## config.mk

```make
export PLATFORM = sky130hd
export DESIGN_NAME = flash_boot_mode_loader
export DESIGN_NICKNAME = d
export VERILOG_FILES = /design/src/hdl/flash_boot_pkg.sv /design/src/hdl/uart_link.sv /design/src/hdl/flash_boot_mode_loader.sv
export SDC_FILE = /design/constraint.sdc
export NUM_CORES = 1
export LEC_CHECK = 0
export BUFFER_PORTS_ARGS = -buffer_cell sky130_fd_sc_hd__buf_2
export CAP_MARGIN = 20
export CORE_UTILIZATION = 40
export CTS_CLUSTER_DIAMETER = 40
export CTS_CLUSTER_SIZE = 8
export DETAILED_ROUTE_END_ITERATION = 6
export PLACE_DENSITY = 0.67
export SYNTH_ARGS = -nofsm -noshare
export SYNTH_HDL_FRONTEND = slang
export SYNTH_SLANG_ARGS = --single-unit
```

## constraint.sdc

```tcl
create_clock -name clk -period 5.76 [get_ports clk]
set_input_delay 1.152 -clock clk [delete_from_list [all_inputs] [get_ports clk]]
set_output_delay 1.152 -clock clk [all_outputs]
set_load 0.005 [all_outputs]
```

## src/hdl/flash_boot_pkg.sv

```systemverilog
package flash_boot_pkg;
  // register byte offsets
  localparam logic [7:0] OFS_MODE = 8'h00;
  localparam logic [7:0] OFS_FLASH_CTRL = 8'h04;
  localparam logic [7:0] OFS_ERASE_BLK = 8'h08;
  localparam logic [7:0] OFS_OVERLAP = 8'h0c;
  localparam logic [7:0] OFS_BOOT_STAT = 8'h10;
  localparam logic [7:0] OFS_BOOT_COUNT = 8'h14;
  // field positions
  localparam int FC_PROG_BIT = 0;
  localparam int FC_ERASE_BIT = 1;
  localparam int OVL_SEL_BIT = 3;
  localparam int BS_PERIOD_LSB = 16;
  // reset values
  localparam logic [1:0] FLASH_CTRL_RST = 2'h0;
  localparam logic [11:0] ERASE_BLK_RST = 12'h000;
  localparam logic [3:0] OVERLAP_RST = 4'h0;
  localparam logic [3:0] OVERLAP_RSVD = 4'hf;
  // eight 4k blocks, one 32k block, three 64k blocks
  localparam int NUM_BLOCKS = 12;
  localparam int SMALL_BLOCK_SHIFT = 12;
  // lower mode pin pairs {mid, low}
  localparam logic [1:0] LOW_MODE5 = 2'h1;
  localparam logic [1:0] LOW_MODE7 = 2'h3;
  // addresses
  localparam logic [23:0] BRANCH_ADDR = 24'hffe720;
  localparam logic [23:0] OVL_RAM_BASE = 24'hffe000;
  // serial handshake bytes
  localparam logic [7:0] ACK_BYTE = 8'h00;
  localparam logic [7:0] CONFIRM_BYTE = 8'h55;
  // a zero byte is low for start plus eight data bits
  localparam logic [15:0] LOW_BITS_PER_ZERO = 16'h0009;
  // timing: one state is one clock
  localparam int CLK_HZ = 10_000_000;
  localparam int SETTLE_STATES = 100;
  localparam int SETTLE_CYC = SETTLE_STATES;
  localparam logic [1:0] CAPTURE_CYC = 2'h2;
  typedef enum logic [1:0] {
    OP_USER = 2'b00,
    OP_BOOT = 2'b01,
    OP_UPROG = 2'b10
  } op_mode_e;
  typedef enum logic [3:0] {
    B_OFF = 4'b0000, B_SETTLE = 4'b0001, B_IDLE = 4'b0010, B_MEASURE = 4'b0011,
    B_COUNT = 4'b0100, B_DIVIDE = 4'b0101, B_ACK = 4'b0110, B_ACKWAIT = 4'b0111,
    B_CONFIRM = 4'b1000, B_LENHI = 4'b1001, B_LENLO = 4'b1010, B_LOAD = 4'b1011,
    B_ERASE = 4'b1100, B_BRANCH = 4'b1101, B_DONE = 4'b1110, B_HALT = 4'b1111
  } boot_state_e;
endpackage

```

## src/hdl/uart_link.sv

```systemverilog
`timescale 1ns/1ps
`default_nettype none
module uart_link (
  // clock and reset
  input wire logic clk,
  input wire logic resetn,
  // rate and line
  input wire logic [15:0] bitPeriod,
  input wire logic rxEnable,
  input wire logic rxd,
  output logic txd,
  // receive side
  output logic rxValid,
  output logic [7:0] rxData,
  // transmit side
  input wire logic txStart,
  input wire logic [7:0] txData,
  output logic txBusy
);
  typedef enum logic [1:0] {
    RX_IDLE = 2'b00, RX_START = 2'b01, RX_DATA = 2'b10, RX_STOP = 2'b11
  } rx_state_e;
  rx_state_e rxState, next_rxState;
  logic [15:0] rxCnt, next_rxCnt;
  logic [2:0] rxBit, next_rxBit;
  logic [7:0] rxShift, next_rxShift;
  logic next_rxValid;
  logic [7:0] next_rxData;
  logic [9:0] txShift, next_txShift;
  logic [15:0] txCnt, next_txCnt;
  logic [3:0] txLeft, next_txLeft;

  // receiver: 8N1, sampled mid-bit; bad stop bit drops the byte
  always_comb begin
    next_rxState = rxState;
    next_rxCnt = rxCnt;
    next_rxBit = rxBit;
    next_rxShift = rxShift;
    next_rxValid = 1'b0;
    next_rxData = rxData;
    unique case (rxState)
      RX_IDLE: begin
        if (!rxd) begin
          next_rxState = RX_START;
          next_rxCnt = {1'b0, bitPeriod[15:1]};
        end
      end
      RX_START: begin
        if (rxCnt == 16'h0000) begin
          next_rxState = rxd ? RX_IDLE : RX_DATA; // glitch rejected
          next_rxCnt = bitPeriod - 16'h0001;
          next_rxBit = 3'h0;
        end else next_rxCnt = rxCnt - 16'h0001;
      end
      RX_DATA: begin
        if (rxCnt == 16'h0000) begin
          next_rxShift = {rxd, rxShift[7:1]};
          next_rxCnt = bitPeriod - 16'h0001;
          if (rxBit == 3'h7) next_rxState = RX_STOP;
          next_rxBit = rxBit + 3'h1;
        end else next_rxCnt = rxCnt - 16'h0001;
      end
      RX_STOP: begin
        if (rxCnt == 16'h0000) begin
          next_rxState = RX_IDLE;
          next_rxValid = rxd;
          if (rxd) next_rxData = rxShift;
        end else next_rxCnt = rxCnt - 16'h0001;
      end
    endcase
    if (!rxEnable) next_rxState = RX_IDLE;
  end

  always_ff @(posedge clk or negedge resetn) begin
    if (!resetn) begin
      rxState <= RX_IDLE;
      rxCnt <= 16'h0000;
      rxBit <= 3'h0;
      rxShift <= 8'h00;
      rxValid <= 1'b0;
      rxData <= 8'h00;
    end else begin
      rxState <= next_rxState;
      rxCnt <= next_rxCnt;
      rxBit <= next_rxBit;
      rxShift <= next_rxShift;
      rxValid <= next_rxValid;
      rxData <= next_rxData;
    end
  end

  // transmitter: 8N1, lsb first, idle high
  always_comb begin
    next_txShift = txShift;
    next_txCnt = txCnt;
    next_txLeft = txLeft;
    if (txLeft == 4'h0) begin
      if (txStart) begin
        next_txShift = {1'b1, txData, 1'b0};
        next_txLeft = 4'ha;
        next_txCnt = bitPeriod - 16'h0001;
      end
    end else if (txCnt == 16'h0000) begin
      next_txShift = {1'b1, txShift[9:1]};
      next_txLeft = txLeft - 4'h1;
      next_txCnt = bitPeriod - 16'h0001;
    end else next_txCnt = txCnt - 16'h0001;
  end

  always_ff @(posedge clk or negedge resetn) begin
    if (!resetn) begin
      txShift <= 10'h3ff;
      txCnt <= 16'h0000;
      txLeft <= 4'h0;
    end else begin
      txShift <= next_txShift;
      txCnt <= next_txCnt;
      txLeft <= next_txLeft;
    end
  end

  assign txd = txShift[0];
  assign txBusy = (txLeft != 4'h0);
endmodule // uart_link
`default_nettype wire

```

## src/hdl/flash_boot_mode_loader.sv

```systemverilog
// Behaviour
// mode taken from mode pins and write-enable pin latched at reset release
// user mode reads flash but blocks program and erase
// program and erase only in boot, user program or PROM mode
// mode 6 never enters boot or user program mode
// software clears flash control bits and waits before toggling write enable
// boot erases the whole array to all-ones before programming
// user program mode erases whole blocks only, never bytes
// twelve blocks: three 64k, one 32k, eight 4k, each erasable
// emulation reads of the chosen block return overlap RAM
// clearing overlap select returns the block to real flash
// software runs emulation only in user or user program mode
// software keeps loaded programs out of the overlap RAM
// write enable 1, lower pins 01 or 11; upper 0 boot, 1 user program
// boot mode shows inverted upper pin and lower pins in mode select bits
// boot stores serial bytes in RAM program area, then branches to ffe720
// boot measures low period of host zero bytes to find bit rate
// host frames are 8 data bits, 1 stop bit, no parity
// after rate found, loader sends one zero byte
// host answers with 55, or resets and retries
// host uses 4800, 9600 or 19200 bps only
// rate adjustment holds only in the listed clock ranges
// loader RAM area locked during boot, freed once program runs
// wait about 100 states after reset before measuring receive line
// a wrong confirm byte halts the loader until reset
//
// Added by the designer: the APB slave port and the address map.
`timescale 1ns/1ps
`default_nettype none
module flash_boot_mode_loader #(
  parameter int LEN_W = 16
) (
  // clock and reset
  input wire logic clk,
  input wire logic resetn,
  // apb slave
  input wire logic psel,
  input wire logic penable,
  input wire logic pwrite,
  input wire logic [7:0] paddr,
  input wire logic [31:0] pwdata,
  output logic [31:0] prdata,
  output logic pready,
  output logic pslverr,
  // mode pins
  input wire logic modePinHigh,
  input wire logic modePinMid,
  input wire logic modePinLow,
  input wire logic flashWriteEnablePin,
  // serial channel 1
  input wire logic rxdPin,
  output logic txdPin,
  // flash read path
  input wire logic [23:0] flashRdAddr,
  output logic ovlHit,
  output logic [23:0] ovlRamAddr,
  // program and erase permission
  output logic programEnable,
  output logic [flash_boot_pkg::NUM_BLOCKS-1:0] eraseBlockEnable,
  output logic eraseAllReq,
  input wire logic eraseAllDone,
  // loader RAM writes and cpu hand-off
  output logic ramWrEn,
  output logic [23:0] ramWrAddr,
  output logic [7:0] ramWrData,
  output logic loaderAreaLock,
  output logic branchReq,
  output logic [23:0] branchAddr,
  output logic [1:0] opMode
);
  import flash_boot_pkg::*;

  logic [4:0] pinSync1, pinSync2;
  logic modeHighS, modeMidS, modeLowS, fweS, rxdS;
  logic [1:0] capCnt, next_capCnt;
  logic captured, next_captured;
  op_mode_e mode, next_mode;
  logic [2:0] modeSelect, next_modeSelect;
  boot_state_e bootState, next_bootState;
  logic [15:0] cnt, next_cnt;
  logic [15:0] quot, next_quot;
  logic [15:0] bitPeriod, next_bitPeriod;
  logic [LEN_W-1:0] loadLen, next_loadLen;
  logic [LEN_W-1:0] loadIdx, next_loadIdx;
  logic next_ramWrEn;
  logic [23:0] next_ramWrAddr;
  logic [7:0] next_ramWrData;
  logic txStart, txBusy, rxValid;
  logic [7:0] rxData;
  logic [1:0] flashCtrl, next_flashCtrl;
  logic [11:0] eraseBlk, next_eraseBlk;
  logic [3:0] ovlCtrl, next_ovlCtrl;
  logic [31:0] next_prdata;
  logic next_ovlHit, next_programEnable;
  logic [23:0] next_ovlRamAddr;
  logic [11:0] next_eraseBlockEnable;
  logic onBoard, loaderBusy, wrAccess, mapped;

  // pins come from outside: two flops before any use
  always_ff @(posedge clk or negedge resetn) begin
    if (!resetn) begin
      pinSync1 <= 5'h10;
      pinSync2 <= 5'h10;
    end else begin
      pinSync1 <= {rxdPin, flashWriteEnablePin, modePinHigh, modePinMid, modePinLow};
      pinSync2 <= pinSync1;
    end
  end
  assign {rxdS, fweS, modeHighS, modeMidS, modeLowS} = pinSync2;

  // latch the mode once the synchroniser has filled after release
  always_comb begin
    next_capCnt = capCnt;
    next_captured = captured;
    next_mode = mode;
    next_modeSelect = modeSelect;
    if (!captured) begin
      next_capCnt = capCnt + 2'h1;
      if (capCnt == CAPTURE_CYC) begin
        next_captured = 1'b1;
        next_mode = OP_USER;
        next_modeSelect = {modeHighS, modeMidS, modeLowS};
        // mode 6 (lower pins 10) falls through to user mode
        if (fweS && ({modeMidS, modeLowS} == LOW_MODE5 ||
            {modeMidS, modeLowS} == LOW_MODE7)) begin
          next_mode = modeHighS ? OP_UPROG : OP_BOOT;
          if (!modeHighS) next_modeSelect = {~modeHighS, modeMidS, modeLowS};
        end
      end
    end
  end

  always_ff @(posedge clk or negedge resetn) begin
    if (!resetn) begin
      capCnt <= 2'h0;
      captured <= 1'b0;
      mode <= OP_USER;
      modeSelect <= 3'h0;
    end else begin
      capCnt <= next_capCnt;
      captured <= next_captured;
      mode <= next_mode;
      modeSelect <= next_modeSelect;
    end
  end

  assign onBoard = (mode != OP_USER);
  assign loaderBusy = (bootState != B_OFF) && (bootState != B_DONE);

  // boot loader sequence
  always_comb begin
    next_bootState = bootState;
    next_cnt = cnt;
    next_quot = quot;
    next_bitPeriod = bitPeriod;
    next_loadLen = loadLen;
    next_loadIdx = loadIdx;
    next_ramWrEn = 1'b0;
    next_ramWrAddr = ramWrAddr;
    next_ramWrData = ramWrData;
    unique case (bootState)
      B_OFF: begin
        if (captured && mode == OP_BOOT) begin
          next_bootState = B_SETTLE;
          next_cnt = 16'(SETTLE_CYC - 1);
        end
      end
      B_SETTLE: begin
        if (cnt == 16'h0000) next_bootState = B_IDLE;
        else next_cnt = cnt - 16'h0001;
      end
      // a falling edge only counts after the line was seen idle
      B_IDLE: if (rxdS) next_bootState = B_MEASURE;
      B_MEASURE: begin
        if (!rxdS) begin
          next_bootState = B_COUNT;
          next_cnt = 16'h0001;
        end
      end
      B_COUNT: begin
        if (rxdS) begin
          next_bootState = B_DIVIDE;
          next_quot = 16'h0000;
        end else if (cnt != 16'hffff) next_cnt = cnt + 16'h0001;
      end
      // slow divide by nine: plenty of time before the next frame
      B_DIVIDE: begin
        if (cnt >= LOW_BITS_PER_ZERO) begin
          next_cnt = cnt - LOW_BITS_PER_ZERO;
          next_quot = quot + 16'h0001;
        end else if (quot < 16'h0002) next_bootState = B_HALT;
        else begin
          next_bitPeriod = quot;
          next_bootState = B_ACK;
        end
      end
      B_ACK: next_bootState = B_ACKWAIT;
      B_ACKWAIT: if (!txBusy) next_bootState = B_CONFIRM;
      B_CONFIRM: begin
        if (rxValid && rxData != ACK_BYTE) begin
          // leftover zero bytes are skipped
          next_bootState = (rxData == CONFIRM_BYTE) ? B_LENHI : B_HALT;
        end
      end
      B_LENHI: begin
        if (rxValid) begin
          next_loadLen = {rxData, loadLen[7:0]};
          next_bootState = B_LENLO;
        end
      end
      B_LENLO: begin
        if (rxValid) begin
          next_loadLen = {loadLen[15:8], rxData};
          next_loadIdx = '0;
          next_bootState = ({loadLen[15:8], rxData} == 16'h0000) ? B_ERASE : B_LOAD;
        end
      end
      B_LOAD: begin
        if (rxValid) begin
          next_ramWrEn = 1'b1;
          next_ramWrAddr = BRANCH_ADDR + 24'(loadIdx);
          next_ramWrData = rxData;
          next_loadIdx = loadIdx + 1'b1;
          if (loadIdx + 1'b1 == loadLen) next_bootState = B_ERASE;
        end
      end
      B_ERASE: if (eraseAllDone) next_bootState = B_BRANCH;
      B_BRANCH: next_bootState = B_DONE;
      B_DONE: next_bootState = B_DONE;
      B_HALT: next_bootState = B_HALT;
    endcase
  end

  always_ff @(posedge clk or negedge resetn) begin
    if (!resetn) begin
      bootState <= B_OFF;
      cnt <= 16'h0000;
      quot <= 16'h0000;
      bitPeriod <= 16'h0000;
      loadLen <= '0;
      loadIdx <= '0;
      ramWrEn <= 1'b0;
      ramWrAddr <= 24'h000000;
      ramWrData <= 8'h00;
    end else begin
      bootState <= next_bootState;
      cnt <= next_cnt;
      quot <= next_quot;
      bitPeriod <= next_bitPeriod;
      loadLen <= next_loadLen;
      loadIdx <= next_loadIdx;
      ramWrEn <= next_ramWrEn;
      ramWrAddr <= next_ramWrAddr;
      ramWrData <= next_ramWrData;
    end
  end

  assign txStart = (bootState == B_ACK);
  assign eraseAllReq = (bootState == B_ERASE);
  assign branchReq = (bootState == B_BRANCH);
  assign branchAddr = BRANCH_ADDR;
  assign loaderAreaLock = loaderBusy;
  assign opMode = mode;

  // serial channel 1, receiver only listens once the rate is known
  uart_link u_link (
    .clk(clk),
    .resetn(resetn),
    .bitPeriod(bitPeriod),
    .rxEnable(bootState >= B_ACKWAIT),
    .rxd(rxdS),
    .txd(txdPin),
    .rxValid(rxValid),
    .rxData(rxData),
    .txStart(txStart),
    .txData(ACK_BYTE),
    .txBusy(txBusy)
  );

  // apb: zero wait state, read data captured in the setup cycle
  assign wrAccess = psel && penable && pwrite;
  always_comb begin
    mapped = 1'b1;
    next_prdata = prdata;
    next_flashCtrl = flashCtrl;
    next_eraseBlk = eraseBlk;
    next_ovlCtrl = ovlCtrl;
    unique case (paddr)
      OFS_MODE, OFS_FLASH_CTRL, OFS_ERASE_BLK, OFS_OVERLAP, OFS_BOOT_STAT, OFS_BOOT_COUNT: mapped = 1'b1;
      default: mapped = 1'b0;
    endcase
    if (psel && !penable) begin
      next_prdata = 32'h00000000;
      unique case (paddr)
        OFS_MODE: next_prdata = {25'h0, fweS, onBoard, mode, modeSelect};
        OFS_FLASH_CTRL: next_prdata = {30'h0, flashCtrl};
        OFS_ERASE_BLK: next_prdata = {20'h0, eraseBlk};
        OFS_OVERLAP: next_prdata = {24'h0, OVERLAP_RSVD, ovlCtrl};
        OFS_BOOT_STAT: next_prdata = {bitPeriod, 12'h0, bootState};
        OFS_BOOT_COUNT: next_prdata = 32'(loadIdx);
        default: next_prdata = 32'h00000000;
      endcase
    end
    if (wrAccess && onBoard && paddr == OFS_FLASH_CTRL) next_flashCtrl = pwdata[1:0];
    if (wrAccess && onBoard && paddr == OFS_ERASE_BLK) next_eraseBlk = pwdata[11:0];
    if (wrAccess && paddr == OFS_OVERLAP) next_ovlCtrl = pwdata[3:0];
    // dropping write enable wipes the program and erase setup
    if (!fweS || !onBoard) begin
      next_flashCtrl = FLASH_CTRL_RST;
      next_eraseBlk = ERASE_BLK_RST;
    end
  end

  // permission and overlap outputs, registered for clean timing
  always_comb begin
    next_programEnable = onBoard && fweS && !ovlCtrl[OVL_SEL_BIT] && !loaderBusy &&
      flashCtrl[FC_PROG_BIT];
    next_eraseBlockEnable = 12'h000;
    // only a single block at a time; byte erase does not exist
    if (next_programEnable || (onBoard && fweS && !ovlCtrl[OVL_SEL_BIT] && !loaderBusy)) begin
      if (flashCtrl[FC_ERASE_BIT] && $onehot(eraseBlk)) next_eraseBlockEnable = eraseBlk;
    end
    next_ovlHit = ovlCtrl[OVL_SEL_BIT] && (flashRdAddr[23:15] == 9'h000) &&
      (flashRdAddr[14:12] == ovlCtrl[2:0]);
    next_ovlRamAddr = OVL_RAM_BASE | {12'h000, flashRdAddr[SMALL_BLOCK_SHIFT-1:0]};
  end

  always_ff @(posedge clk or negedge resetn) begin
    if (!resetn) begin
      prdata <= 32'h00000000;
      flashCtrl <= FLASH_CTRL_RST;
      eraseBlk <= ERASE_BLK_RST;
      ovlCtrl <= OVERLAP_RST;
      programEnable <= 1'b0;
      eraseBlockEnable <= 12'h000;
      ovlHit <= 1'b0;
      ovlRamAddr <= 24'h000000;
    end else begin
      prdata <= next_prdata;
      flashCtrl <= next_flashCtrl;
      eraseBlk <= next_eraseBlk;
      ovlCtrl <= next_ovlCtrl;
      programEnable <= next_programEnable;
      eraseBlockEnable <= next_eraseBlockEnable;
      ovlHit <= next_ovlHit;
      ovlRamAddr <= next_ovlRamAddr;
    end
  end

  assign pready = psel && penable;
  assign pslverr = psel && penable && !mapped;
endmodule // flash_boot_mode_loader
`default_nettype wire

```

# Yosys cells after proc, flatten, opt, wreduce, memory -nomap -nowiden
# Cells that the tools add are included.
[op_classes]
addsub = 23
n_mul = 0
div_mod_pow = 0
n_lt_le_gt_ge = 3
eq_ne = 61
n_shift = 0
muxes = 75
bitwise = 6
reduce_logical = 66
[ops]
columns = ["op", "n"]
rows = [
  ["$mux 16", 17],
  ["$pmux 32 s6", 1],
  ["$pmux 16 s2", 3],
  ["$pmux 16 s5", 1],
  ["$mux 4", 17],
  ["$logic_not 16->1", 4],
  ["$sub 16x1->16 const B", 4],
  ["$pmux 4 s15", 1],
  ["$add 16x1->16 const B", 3],
  ["$mux 12", 4],
  ["$pmux 16 s3", 1],
  ["$eq 4x4->1 const B", 8],
  ["$ne 2x2->1 const B", 16],
  ["$mux 10", 3],
  ["$mux 2", 11],
  ["$reduce_and 3->1", 7],
  ["$logic_and 1x1->1", 19],
  ["$add 14x17->18 const A", 1],
  ["$mux 3", 6],
  ["$eq 16x16->1", 1],
  ["$eq 4x3->1 const B", 4],
  ["$eq 8x4->1 const B", 2],
  ["$eq 8x5->1 const B", 2],
  ["$ge 16x4->1 const B", 1],
  ["43 further kinds", 97],
]
[word_totals]
regBits = 280
latch_bits = 0
mem_bits_rw = 0
romBits = 0
in_bits = 75
out_inout_bits = 135
elab_cells = 267
n_memories = 0

# Logic depth before layout (Yosys ltp)
# Gate-level depths: netlist of the first run.
[depth]
word_depth = 8
ltp_mapped = 14
mapped_depth_nobuf = 13

# Cells and area by module
# Synthesis of the first run repeated with hierarchy kept, for this count alone.
[hier_totals]
cells_unflattened = 1594
hier_area_um2 = 15255.9
[by_module_without_submodules]
columns = ["module", "n_inst", "cells_each", "area_per_inst_um2", "seq_area_each_um2"]
rows = [
  ["flash_boot_mode_loader", 1, 1119, 11021.8, 5157.4],
  ["uart_link", 1, 475, 4234.1, 1687.9],
]

# Least setup slack after synthesis of the first run
# OpenSTA, ideal clock, no wires.
[synth_path]
path_kind = "register to register"
start = "register eraseBlk[0]"
end = "register eraseBlockEnable[10] in the netlist's numbering"
setup_ns = 0.066
arrival_ns = 3.964
required_time_ns = 5.694
path_slack_ns = 1.730
path_stages_with_launch = 15
n_path_buf = 1
synth_period_minus_slack_ns = 4.030
path_cell_list = "dfrtp_1 -> fa_1 -> fa_1 -> inv_1 -> fa_1 -> fa_1 -> inv_1 -> ha_1 -> inv_1 -> fa_1 -> a2111oi_0 -> a21oi_1 -> nor3b_1 -> clkbuf_1 -> and2_1"
[synth_between]
elab_chain_len = 8
[synth_rtl]
columns = ["item", "line", "text"]
rows = [
  ["start, declared", "flash_boot_mode_loader.sv:91", "logic [11:0] eraseBlk, next_eraseBlk;"],
  ["start signal, assigned", "flash_boot_mode_loader.sv:341", "eraseBlk <= next_eraseBlk;"],
  ["$add 1x1->2 (not written as such)", "flash_boot_mode_loader.sv:321", "if (flashCtrl[FC_ERASE_BIT] && $onehot(eraseBlk)) next_eraseBlockEnable = eraseBlk;"],
  ["$add 2x2->3 (not written as such)", "flash_boot_mode_loader.sv:321", ""],
  ["$add 3x3->4 (not written as such)", "flash_boot_mode_loader.sv:321", ""],
  ["$add 4x3->4 (not written as such)", "flash_boot_mode_loader.sv:321", ""],
  ["$eq 4x1->1", "flash_boot_mode_loader.sv:321", ""],
  ["$logic_and 1x1->1", "flash_boot_mode_loader.sv:321", ""],
  ["$mux 12", "flash_boot_mode_loader.sv:321", ""],
  ["$mux 12", "flash_boot_mode_loader.sv:320", "if (next_programEnable || (onBoard && fweS && !ovlCtrl[OVL_SEL_BIT] && !loaderBusy)) begin"],
  ["net next_eraseBlockEnable[10]", "flash_boot_mode_loader.sv:96", "logic [11:0] next_eraseBlockEnable;"],
  ["end signal, assigned", "flash_boot_mode_loader.sv:344", "eraseBlockEnable <= next_eraseBlockEnable;"],
  ["end, declared", "flash_boot_mode_loader.sv:59", "output logic [flash_boot_pkg::NUM_BLOCKS-1:0] eraseBlockEnable,"],
]
# The timed path passes the listed nets, and every way through them passes these cells.
# A chain may end at the register's enable or synchronous reset.

# Final worst setup path of the first run
[layout_path]
start = "register eraseBlk[0]"
end = "register eraseBlockEnable[2] in the netlist's numbering"
# The elaborated chain is that of the path after synthesis.

==> impl_metrics.tcl, run 1 <==
set metrics [dict create \
    fin_crit_sh_pct 72.80 \
    routed_via_density 5.552 \
    routed_wl_um 38030 \
    powerDensity_mw_per_mm2 401.0 \
    critPathCaptureType "register" \
    cts_max_path_buffers 3 \
    ys_types 88 \
    boundaryPins 210 \
    drc 0 \
    ys_seq_area_share_pct 45.89 \
    synth_edf_count 0 \
    grt_pass1_vias 11950 \
    final_hold_viol_count 0 \
    first_pass_iters 5 \
    synth.cell_area_sq_mm 0.01492 \
    status "completed" \
    ir_worst_vdd_mv 0.1958 \
    setup_violations 0 \
    globalRoute.totalOverflow 0 \
    fp-row-count 70 \
    arrival_ns 4.67 \
    drt_iter0_markers 898 \
    yosys_warnings 0 \
    synth_xor_area_share_pct 4.638 \
    synth_fa_ha_area_share_pct 4.261 \
    htreeDepth 2 \
    synth_area_per_cell_sq_um 9.411 \
    worst_pin_slew_ns 0.9432 \
    area.sequential_sq_mm 0.006845 \
    via_count 12260 \
    numPortBuffers 164 \
    post_cts_resized 0 \
    cts_root_buf "clkbuf_16" \
    die_w_um 195.1 \
    slew-limit-headroom_pct 37.12 \
    hp-class "register to register" \
    yosys-mux-area-fraction_pct 4.546 \
    fp.coreArea_sq_mm 0.03661 \
    start_kind "register" \
    grtUsageTotal_pct 20.02 \
    leakage_uw 0.008186 \
    grt_setup_unrepaired "no" \
    worst_ep_required_time_ns 6.24 \
    clock_sinks 273 \
    fillers 3406 \
    dp_hpwl_um 26710 \
    netlist_instances 1585 \
    cts_tree "done" \
    drive_gt1_share_pct 19.00 \
    dieArea_sq_mm 0.03807 \
    synth_top_family_by_area "simple AND/OR/NAND/NOR gates" \
    drv_slew 0 \
    ys_seq_elements 273 \
    synth-async-reset-ratio_pct 100.0 \
    clkLatencyLatePin_ns 0.55 \
    final_cells 2208 \
    cts_buffers 47 \
    multi_input_area_sq_mm 0.007338 \
    place_inst 2130 \
    area_growth_pct 16.10 \
    nets 1832 \
    fin_hold_ws_ns 0.3507 \
    period_needed_ns 4.193 \
    dieHeight_um 195.1 \
    ys.flop_type "dfrtp_1" \
    grt_antenna_before_repair 1 \
    wl_per_cell_um 17.23 \
    yosys.area_share.simple_pct 19.17 \
    path_clk_slew_ns 0.05 \
    fin_skew_ns 0.01786 \
    postCtsSetupBuffers 0 \
    ant_nets 0 \
    synth_compound_area_share_pct 15.90 \
    fmax_ghz 0.2385 \
    cap_viol_max_count 0 \
    crit_fanout 12 \
    gp_congestion 0.8909 \
    grt_pass1_wl_um 62470 \
    cts_hold_buf 0 \
    path_class "register to register" \
    tns_ns 0 \
    grt_max_degree 115 \
    start_util_pct 40.75 \
]
-- final timing paths --
check	from	end	slack (ns)	cells after the start
min in group asynchronous	resetn	u_link.txCnt[6]$_DFFE_PN0P_	0.66	1
min reg2reg	pinSync1[0]$_DFF_PN0_	pinSync2[0]$_DFF_PN0_	0.35	0
max	eraseBlk[0]$_DFFE_PN0P_	eraseBlockEnable[2]$_DFF_PN0_	1.57	14
max reg2reg	eraseBlk[0]$_DFFE_PN0P_	eraseBlockEnable[2]$_DFF_PN0_	1.57	14
min	pinSync1[0]$_DFF_PN0_	pinSync2[0]$_DFF_PN0_	0.35	0
max in group asynchronous	resetn	ramWrAddr[9]$_DFFE_PN0P_	3.68	2
-- through the flow --
step                      utilization [%]  total power (uW)  instance area, sq um  setup slack (ns)
final                               47.31              6945                 17320             1.567
after global placement              43.37              4324                 15880             1.620
after detailed placement            43.39              4394                 15890             1.595
after global routing                47.30              7378                 17320             1.338
after floorplan                         -              3918                 15010             1.730
after CTS                           47.29              6971                 17310             1.571
-- state kept, by name (all words and copies together), names as in the netlist, 4 cells and up --
name and flops:
prdata 32, ramWrAddr 18, bitPeriod 16, cnt 16
loadIdx 16, loadLen 16, quot 16, u_link.rxCnt 16
u_link.txCnt 16, ovlRamAddr 13, eraseBlk 12, eraseBlockEnable 12
u_link.txShift 9, ramWrData 8, u_link.rxData 8, u_link.rxShift 8
pinSync1 5, pinSync2 5, bootState 4, ovlCtrl 4
u_link.txLeft 4
-- cell families after synthesis --
logic type | after synthesis
AOI/OAI and AO/OA | 365
xor gates and xnor gates | 79
adders and majority gates | 46
buffers and inverters | 172
DFF | 273
muxes | 62
other | 2
and+or+nand+nor | 586
-- cell usage in the layout, fill, tap and decap left out, drive strengths merged, types with 9 or more instances in the layout --
cell,n
or4,12
o21ai,127
a21o,11
o22ai,16
clkbuf,61
xnor2,40
nand3,45
a21oi,62
ha,38
mux2i,16
o21a,9
o31ai,11
mux2,46
inv,51
nor3b,9
nand4,20
nand2b,20
a22o,32
dfstp,11
a31oi,18
nor3,37
nor2,119
nand2,216
xor2,39
dfrtp,262
and3,20
or3,12
buf,176
nor4,22
and2,20
a221oi,9
conb,26
-- metal layers --
layer / up-vias / global-route usage [%] / routed length [um]
met5: - / 0 / 0
met4: 0 / 6.474 / 847
met3: 66 / 3.316 / 2258
met2: 359 / 32.43 / 17760
met1: 5986 / 27.30 / 17170
li1: 5848 / - / -
-- power breakdown --
part           switching (uW)  internal (uW)
Sequential                285           2120
Combinational            1180            813
Clock                     912           1630
Total                    2380           4570
-- worst max-delay path, stage by stage (launching register included) --
cell and delay, ns:
dfrtp_1 0.43, fa_1 0.53, fa_1 0.51, inv_1 0.05, fa_1 0.49, fa_1 0.41
inv_1 0.07, ha_1 0.15, inv_1 0.06, fa_1 0.37, a2111oi_0 0.41, a21oi_1 0.09
nor3b_1 0.21, buf_4 0.21, and2_1 0.15
-- layout make-up --
| type | count | share of cell area, % |
|---|---|---|
| Multi-Input combinational cell | 1164 | 42.37 |
| Sequential cell | 273 | 39.52 |
| Clock buffer | 61 | 7.383 |
| Timing Repair Buffer | 176 | 5.389 |
| Tap cell | 468 | 3.381 |
| Inverter | 49 | 1.062 |
| Clock inverter | 14 | 0.8453 |
| Antenna cell | 3 | 0.04335 |
-- cell usage after synthesis, types with 8 or more instances --
cell type / n / area share, %
nand2b_1: 20 / 0.84
o22ai_1: 16 / 0.67
fa_1: 8 / 1.1
nor3_1: 37 / 1.2
nor2_1: 118 / 3.0
clkbuf_1: 69 / 1.7
and2_1: 17 / 0.71
mux2_2: 46 / 3.5
inv_1: 48 / 1.2
nand2_1: 216 / 5.4
xnor2_1: 40 / 2.3
or2_2: 8 / 0.34
a21o_1: 11 / 0.55
o21a_1: 9 / 0.45
a21oi_1: 61 / 2.0
a221oi_1: 9 / 0.53
mux2i_1: 16 / 1.1
a22oi_1: 8 / 0.40
ha_1: 38 / 3.2
nor4_1: 21 / 0.88
nand3_1: 45 / 1.5
xor2_1: 39 / 2.3
a22o_1: 32 / 1.9
buf_4: 41 / 2.1
or3_1: 12 / 0.50
o31ai_1: 11 / 0.55
dfrtp_1: 262 / 44
and3_1: 20 / 0.84
dfstp_2: 11 / 1.9
o221ai_1: 8 / 0.47
o21ai_0: 124 / 4.2
a222oi_1: 8 / 0.54
nand4_1: 19 / 0.80
a31oi_1: 18 / 0.75
Note: power is estimated with default switching activity, not from simulation.
==> run 2: changes to the inputs <==
==> constraint.sdc (replaced) <==
create_clock -name clk -period 3.9 [get_ports clk]
set_input_delay 0.78 -clock clk [delete_from_list [all_inputs] [get_ports clk]]
set_output_delay 0.78 -clock clk [all_outputs]
set_load 0.005 [all_outputs]
==> run 2 against run 1 <==
The flow now finishes with violations (setup timing). Register-to-register slack got worse by 1.7 ns. Core utilization rose by 0.26 points. Largest power group unchanged. Non-clock buffer count rose by 20. Final area rose by 0.55%. Clock power rose by 39%. Total power rose by 45%. Routed wire length fell by 0.83%. Hold slack got worse by 0.13 ns. Count of clock-buffer cells in the layout did not move. Sequential power rose by 44%. First-iteration DRC count rose by 12%.
==> impl_metrics.tcl, run 2 (same netlist as run 1, synthesis figures left out) <==
set metrics [dict create \
    worst_ep_required_time_ns 4.37 \
    area_growth_pct 16.74 \
    fp-row-count 70 \
    first_pass_iters 5 \
    status "finished, violations left" \
    fmax_ghz 0.2487 \
    routed_via_density 5.576 \
    critical_path_buf_inv_count 4 \
    slowest_stage "fa_1" \
    grt_pass1_vias 12220 \
    worst_pin_slew_ns 0.8860 \
    leakage_uw 0.008249 \
    postCtsSetupBuffers 0 \
    numPortBuffers 164 \
    totalPowerFinal_uw 10090 \
    critPathCaptureType "register" \
    wl_per_cell_um 17.00 \
    fin_skew_ns 0.02725 \
    layout_commonest_cell "dfrtp_1" \
    boundaryPins 210 \
    fillers 3427 \
    final_cell_mix "dfrtp_1 (262), nand2_1 (216), buf_2 (163), o21ai_0 (123), nor2_1 (118)" \
    gp_congestion 0.8969 \
    clkLatencyLatePin_ns 0.55 \
    via_count 12370 \
    setup_slack_ns -0.1215 \
    nets 1849 \
    cap_viol_max_count 0 \
    drv_slew 0 \
    cts_root_buf "clkbuf_16" \
    dieHeight_um 195.1 \
    grt_pass1_wl_um 62640 \
    routed_wl_um 37720 \
    dp_hpwl_um 26680 \
    max_stage_delay_ns 0.52 \
    dieArea_sq_mm 0.03807 \
    grt_max_degree 85 \
    grtUsageTotal_pct 19.93 \
    cts_tree "done" \
    drc 0 \
    crit_family "adder cells" \
    arrival_ns 4.50 \
    fp.coreArea_sq_mm 0.03661 \
    drive_gt1_share_pct 19.66 \
    fin_crit_sh_pct 103.1 \
    path_clk_slew_ns 0.05 \
    setup_violations 12 \
    ir_worst_vdd_mv 0.3109 \
    grt_setup_unrepaired "yes" \
    crit_fanout 12 \
    tns_ns -1.262 \
    path_class "register to register" \
    largest_reg_flops 32 \
    period_needed_ns 4.022 \
    final_hold_viol_count 0 \
    drt_iter0_markers 1006 \
    cts_max_path_buffers 3 \
    globalRoute.totalOverflow 0 \
    grt_antenna_before_repair 1 \
    slew-limit-headroom_pct 40.93 \
    ant_nets 0 \
    die_w_um 195.1 \
    largest-register "prdata" \
    start_util_pct 40.75 \
    worstPathCellList "fa_1 > fa_1 > inv_1 > fa_1 > fa_1 > inv_1 > ha_2 > inv_1 > fa_2 > a2111oi_4 > a21oi_1 > nor3b_2 > buf_6 > and2_1" \
    powerDensity_mw_per_mm2 579.5 \
    clock_sinks 273 \
    start_kind "register" \
    cts_buffers 44 \
    critPathMostFrequentCell "fa_1" \
    reg.largest.list "prdata x32, ramWrAddr x18" \
    hp-class "input pin to async pin" \
    violations "setup timing" \
    htreeDepth 2 \
]
==> run 2: final cells by class <==
cell class	instances	area (sq um)	area share (%)
diodes	1	2.502	0.01437
clock buffers	61	1236	7.099
clock inverters	7	96.34	0.5532
inverters	49	183.9	1.056
multi-input cells	1164	7365	42.29
flip-flops and latches	273	6845	39.31
well taps	468	585.6	3.363
repair buffers	196	1100	6.316
==> run 2: worst reg2reg max path, delay by kind of cell (launching register included) <==
family,cells,cell delay [ns]
AO/OA/AOI/OAI,2,0.39
AND/OR/NAND/NOR,2,0.32
adder cells (fa/ha/maj),6,2.51
buffers and inverters,4,0.36
flip-flops,1,0.39
==> run 2: power by group <==
part / total [uW] / switching, uW / internal [uW]
registers: 3470 / 339 / 3140
logic: 3080 / 1830 / 1250
clock network: 3540 / 1290 / 2250
==> run 2: what timing repair did <==
item | in CTS | in global routing
pin swaps | 0 | 0
setup endpoints to repair | 12 | 12
resized for setup | 1 | 2
hold buffers | 0 | 0
==> run 2: per-stage QoR <==
| stage | std cells | setup WS (ns) | utilization [%] | hold WS (ns) | cell area (sq um) |
|---|---|---|---|---|---|
| global placement | 2150 | -0.09033 | 43.87 | 0.3348 | 16060 |
| detailed placement | 2150 | -0.09575 | 43.87 | 0.3347 | 16060 |
| CTS | 2218 | -0.1329 | 47.52 | 0.2356 | 17400 |
| floorplan | 1609 | 0.02475 | - | 0.3312 | 15020 |
| finish | 2219 | -0.1215 | 47.57 | 0.2205 | 17410 |
| global route | 2219 | -0.3647 | 47.57 | 0.2576 | 17410 |
==> run 2: metal layers <==
metal | track usage [%] | vias to the layer above | part of all wire (%)
li1 | - | 5857 | -
met1 | 26.92 | 6058 | 44
met2 | 32.62 | 385 | 48
met3 | 2.832 | 73 | 5.7
met4 | 7.174 | 0 | 2.5
met5 | 0 | - | 0
==> run 2: path summary, 6_finish.rpt <==
check	to	slack [ns]	depth (start not counted)	start
hold reg to reg	pinSync2[2]$_DFF_PN0_	0.34	0	pinSync1[2]$_DFF_PN0_
min in group clk	pinSync2[2]$_DFF_PN0_	0.34	0	pinSync1[2]$_DFF_PN0_
max in group asynchronous	prdata[25]$_DFFE_PN0P_	2.64	2	resetn
setup / recovery	eraseBlockEnable[11]$_DFF_PN0_	-0.12	14	eraseBlk[3]$_DFFE_PN0P_
setup reg to reg	eraseBlockEnable[11]$_DFF_PN0_	-0.12	14	eraseBlk[3]$_DFFE_PN0P_
hold / removal	prdata[11]$_DFFE_PN0P_	0.22	1	resetn
==> run 3: changes to the inputs <==
--- a/config.mk
+++ b/config.mk
@@ -11,6 +11,7 @@
 export CTS_CLUSTER_DIAMETER = 40
 export CTS_CLUSTER_SIZE = 8
 export DETAILED_ROUTE_END_ITERATION = 6
+export GPL_TIMING_DRIVEN = 0
 export PLACE_DENSITY = 0.67
 export SYNTH_ARGS = -nofsm -noshare
 export SYNTH_HDL_FRONTEND = slang
==> run 3 against run 2 <==
The flow still finishes with violations (setup timing). Non-clock buffer count grew 102. Total power grew 2.1%. Via count grew 4.3%. Clock skew grew 0.0052 ns. Clock power grew 3%. Critical path depth is the same. Fmax shrank 2.3%. Hold slack lost 0.14 ns. Global-route usage grew 0.80 points. Final area grew 3.3%. Critical path type unchanged. Critical endpoint is now eraseBlockEnable[0]$_DFF_PN0_. Largest power group unchanged.
==> impl_metrics.tcl, run 3 (same netlist as run 1, synthesis figures left out) <==
set metrics [dict create \
    grtUsageTotal_pct 20.74 \
    start_kind "register" \
    critical_path_buf_inv_count 5 \
    crit_fanout 4 \
    worstPathCellList "fa_1 > fa_1 > inv_1 > fa_1 > fa_1 > inv_1 > ha_2 > inv_2 > fa_2 > nand4b_1 > nor3b_2 > buf_4 > buf_4 > and2_4" \
    setup_slack_ns -0.2150 \
    routed_via_density 5.547 \
    cts_buffers 45 \
    cts_hold_buf 0 \
    grt_max_degree 121 \
    fp-row-count 70 \
    ir_worst_vdd_mv 0.3142 \
    grt_pass1_vias 12430 \
    fin_hold_ws_ns 0.08013 \
    cap_viol_max_count 0 \
    ant_nets 0 \
    cts_root_buf "clkbuf_16" \
    path_clk_slew_ns 0.05 \
    place_inst 2243 \
    fin_crit_sh_pct 105.5 \
    routed_wl_um 39600 \
    first_pass_iters 7 \
    fin_skew_ns 0.03246 \
    grt_setup_unrepaired "yes" \
    critPathMostFrequentCell "fa_1" \
    fp.coreArea_sq_mm 0.03661 \
    status "finished, violations left" \
    leakage_uw 0.008510 \
    largest-register "prdata" \
    numPortBuffers 164 \
    powerDensity_mw_per_mm2 572.6 \
    path_class "register to register" \
    totalPowerFinal_uw 10300 \
    slowest_stage "fa_1" \
    dp_hpwl_um 28290 \
    setup_violations 12 \
    cts_tree "done" \
    reg.largest.list "prdata x32, ramWrAddr x18" \
    htreeDepth 2 \
    globalRoute.totalOverflow 0 \
    period_needed_ns 4.115 \
    area_growth_pct 20.62 \
    drv_slew 0 \
    final_cells 2327 \
    gp_congestion 0.9281 \
    grt_pass1_wl_um 64760 \
    drive_gt1_share_pct 20.84 \
    start_util_pct 40.75 \
    violations "setup timing" \
    max_stage_delay_ns 0.52 \
    arrival_ns 4.60 \
    drt_iter0_markers 1146 \
    dieHeight_um 195.1 \
    layout_commonest_cell "dfrtp_1" \
    dieArea_sq_mm 0.03807 \
    grt_antenna_before_repair 2 \
    fmax_ghz 0.2430 \
    wl_per_cell_um 17.02 \
    worst_ep_required_time_ns 4.39 \
    clock_sinks 273 \
    largest_reg_flops 32 \
    critPathCaptureType "register" \
    final_cell_mix "dfrtp_1 (258), nand2_1 (216), buf_2 (165), o21ai_0 (124), nor2_1 (118)" \
    slew-limit-headroom_pct 29.35 \
    via_count 12910 \
    worst_pin_slew_ns 1.057 \
    drc 0 \
    nets 1952 \
    cts_max_path_buffers 3 \
    final_hold_viol_count 0 \
    crit_family "adder cells" \
    die_w_um 195.1 \
    boundaryPins 210 \
    clkLatencyLatePin_ns 0.57 \
    hp-class "input pin to async pin" \
]
==> run 3: changes by cell type in the layout (fill, tap and decap cells not counted), moves of 4 or more <==
cell      previous run  this run
and2_4               0         6
dfrtp_1            262       258
and2_1              17        11
clkbuf_1            11        80
buf_1                0         7
dfrtp_2              0         4
buf_4               29        49
clkinv_2             2         6
==> run 3: cell type report <==
class                      count  area [sq um]
fill                        3403         18620
multi-input combinational   1164          7372
sequential                   273          6850
clock buffer                  60          1212
timing repair buffer         175         957.2
buffer                       123         653.1
tap                          468         585.6
inverter                      49         183.9
clock inverter                13         172.7
antenna                        2         5.005
==> run 3: worst paths after layout <==
check                      slack [ns]                       endpoint                     from  depth (start not counted)
min                              0.08      ramWrAddr[10]$_DFFE_PN0P_                   resetn                          1
max in group asynchronous        2.38    u_link.rxCnt[6]$_DFFE_PN0P_                   resetn                          3
max reg2reg                     -0.21  eraseBlockEnable[0]$_DFF_PN0_  eraseBlk[5]$_DFFE_PN0P_                         14
min in group clk                 0.33          pinSync1[1]$_DFF_PN0_               modePinMid                          1
min reg2reg                      0.34          pinSync2[1]$_DFF_PN0_    pinSync1[1]$_DFF_PN0_                          0
max                             -0.21  eraseBlockEnable[0]$_DFF_PN0_  eraseBlk[5]$_DFFE_PN0P_                         14
==> run 3: worst reg2reg max path, cell delays in order, from the launching register on <==
cell and delay, ns:
dfrtp_2 0.44, fa_1 0.50, fa_1 0.51, inv_1 0.05, fa_1 0.52, fa_1 0.43, inv_1 0.08, ha_2 0.19
inv_2 0.04, fa_2 0.51, nand4b_1 0.14, nor3b_2 0.22, buf_4 0.17, buf_4 0.11, and2_4 0.13
==> run 3: power by group <==
| group | leakage [uW] | internal, uW | switching, uW | total (uW) |
|---|---|---|---|---|
| combinational | 0.00425 | 1260 | 1930 | 3190 |
| sequential | 0.00359 | 3130 | 314 | 3450 |
| clock | 0.000674 | 2300 | 1360 | 3660 |
| total | 0.00851 | 6700 | 3610 | 10300 |
==> run 3: per-layer routing <==
layer	part of all wire (%)	global-route usage [%]	vias to the layer above
met3	6.1	3.627	84
li1	-	-	6093
met1	44	27.83	6293
met5	0	0	-
met4	2.4	6.737	0
met2	48	33.96	439
==> run 3: metrics by stage <==
stage	TNS (ns)	utilization [%]	cell area (sq um)	setup slack, ns
2_1_floorplan	0	-	15020	0.02475
3_3_place_gp	-777.79	44.87	16430	-2.953
3_5_place_dp	-3.046	45.05	16490	-0.2979
4_1_cts	-1.960	49.02	17940	-0.1714
5_1_grt	-3.864	49.15	17990	-0.3341
6_report	-2.323	49.15	17990	-0.2150
==> run 3: repair_timing <==
| action | in CTS | in global routing |
|---|---|---|
| setup endpoints to repair | 12 | 15 |
| cloned | 1 | 0 |
| pin swaps | 5 | 7 |
| resized for setup | 9 | 10 |
| setup buffers | 5 | 3 |
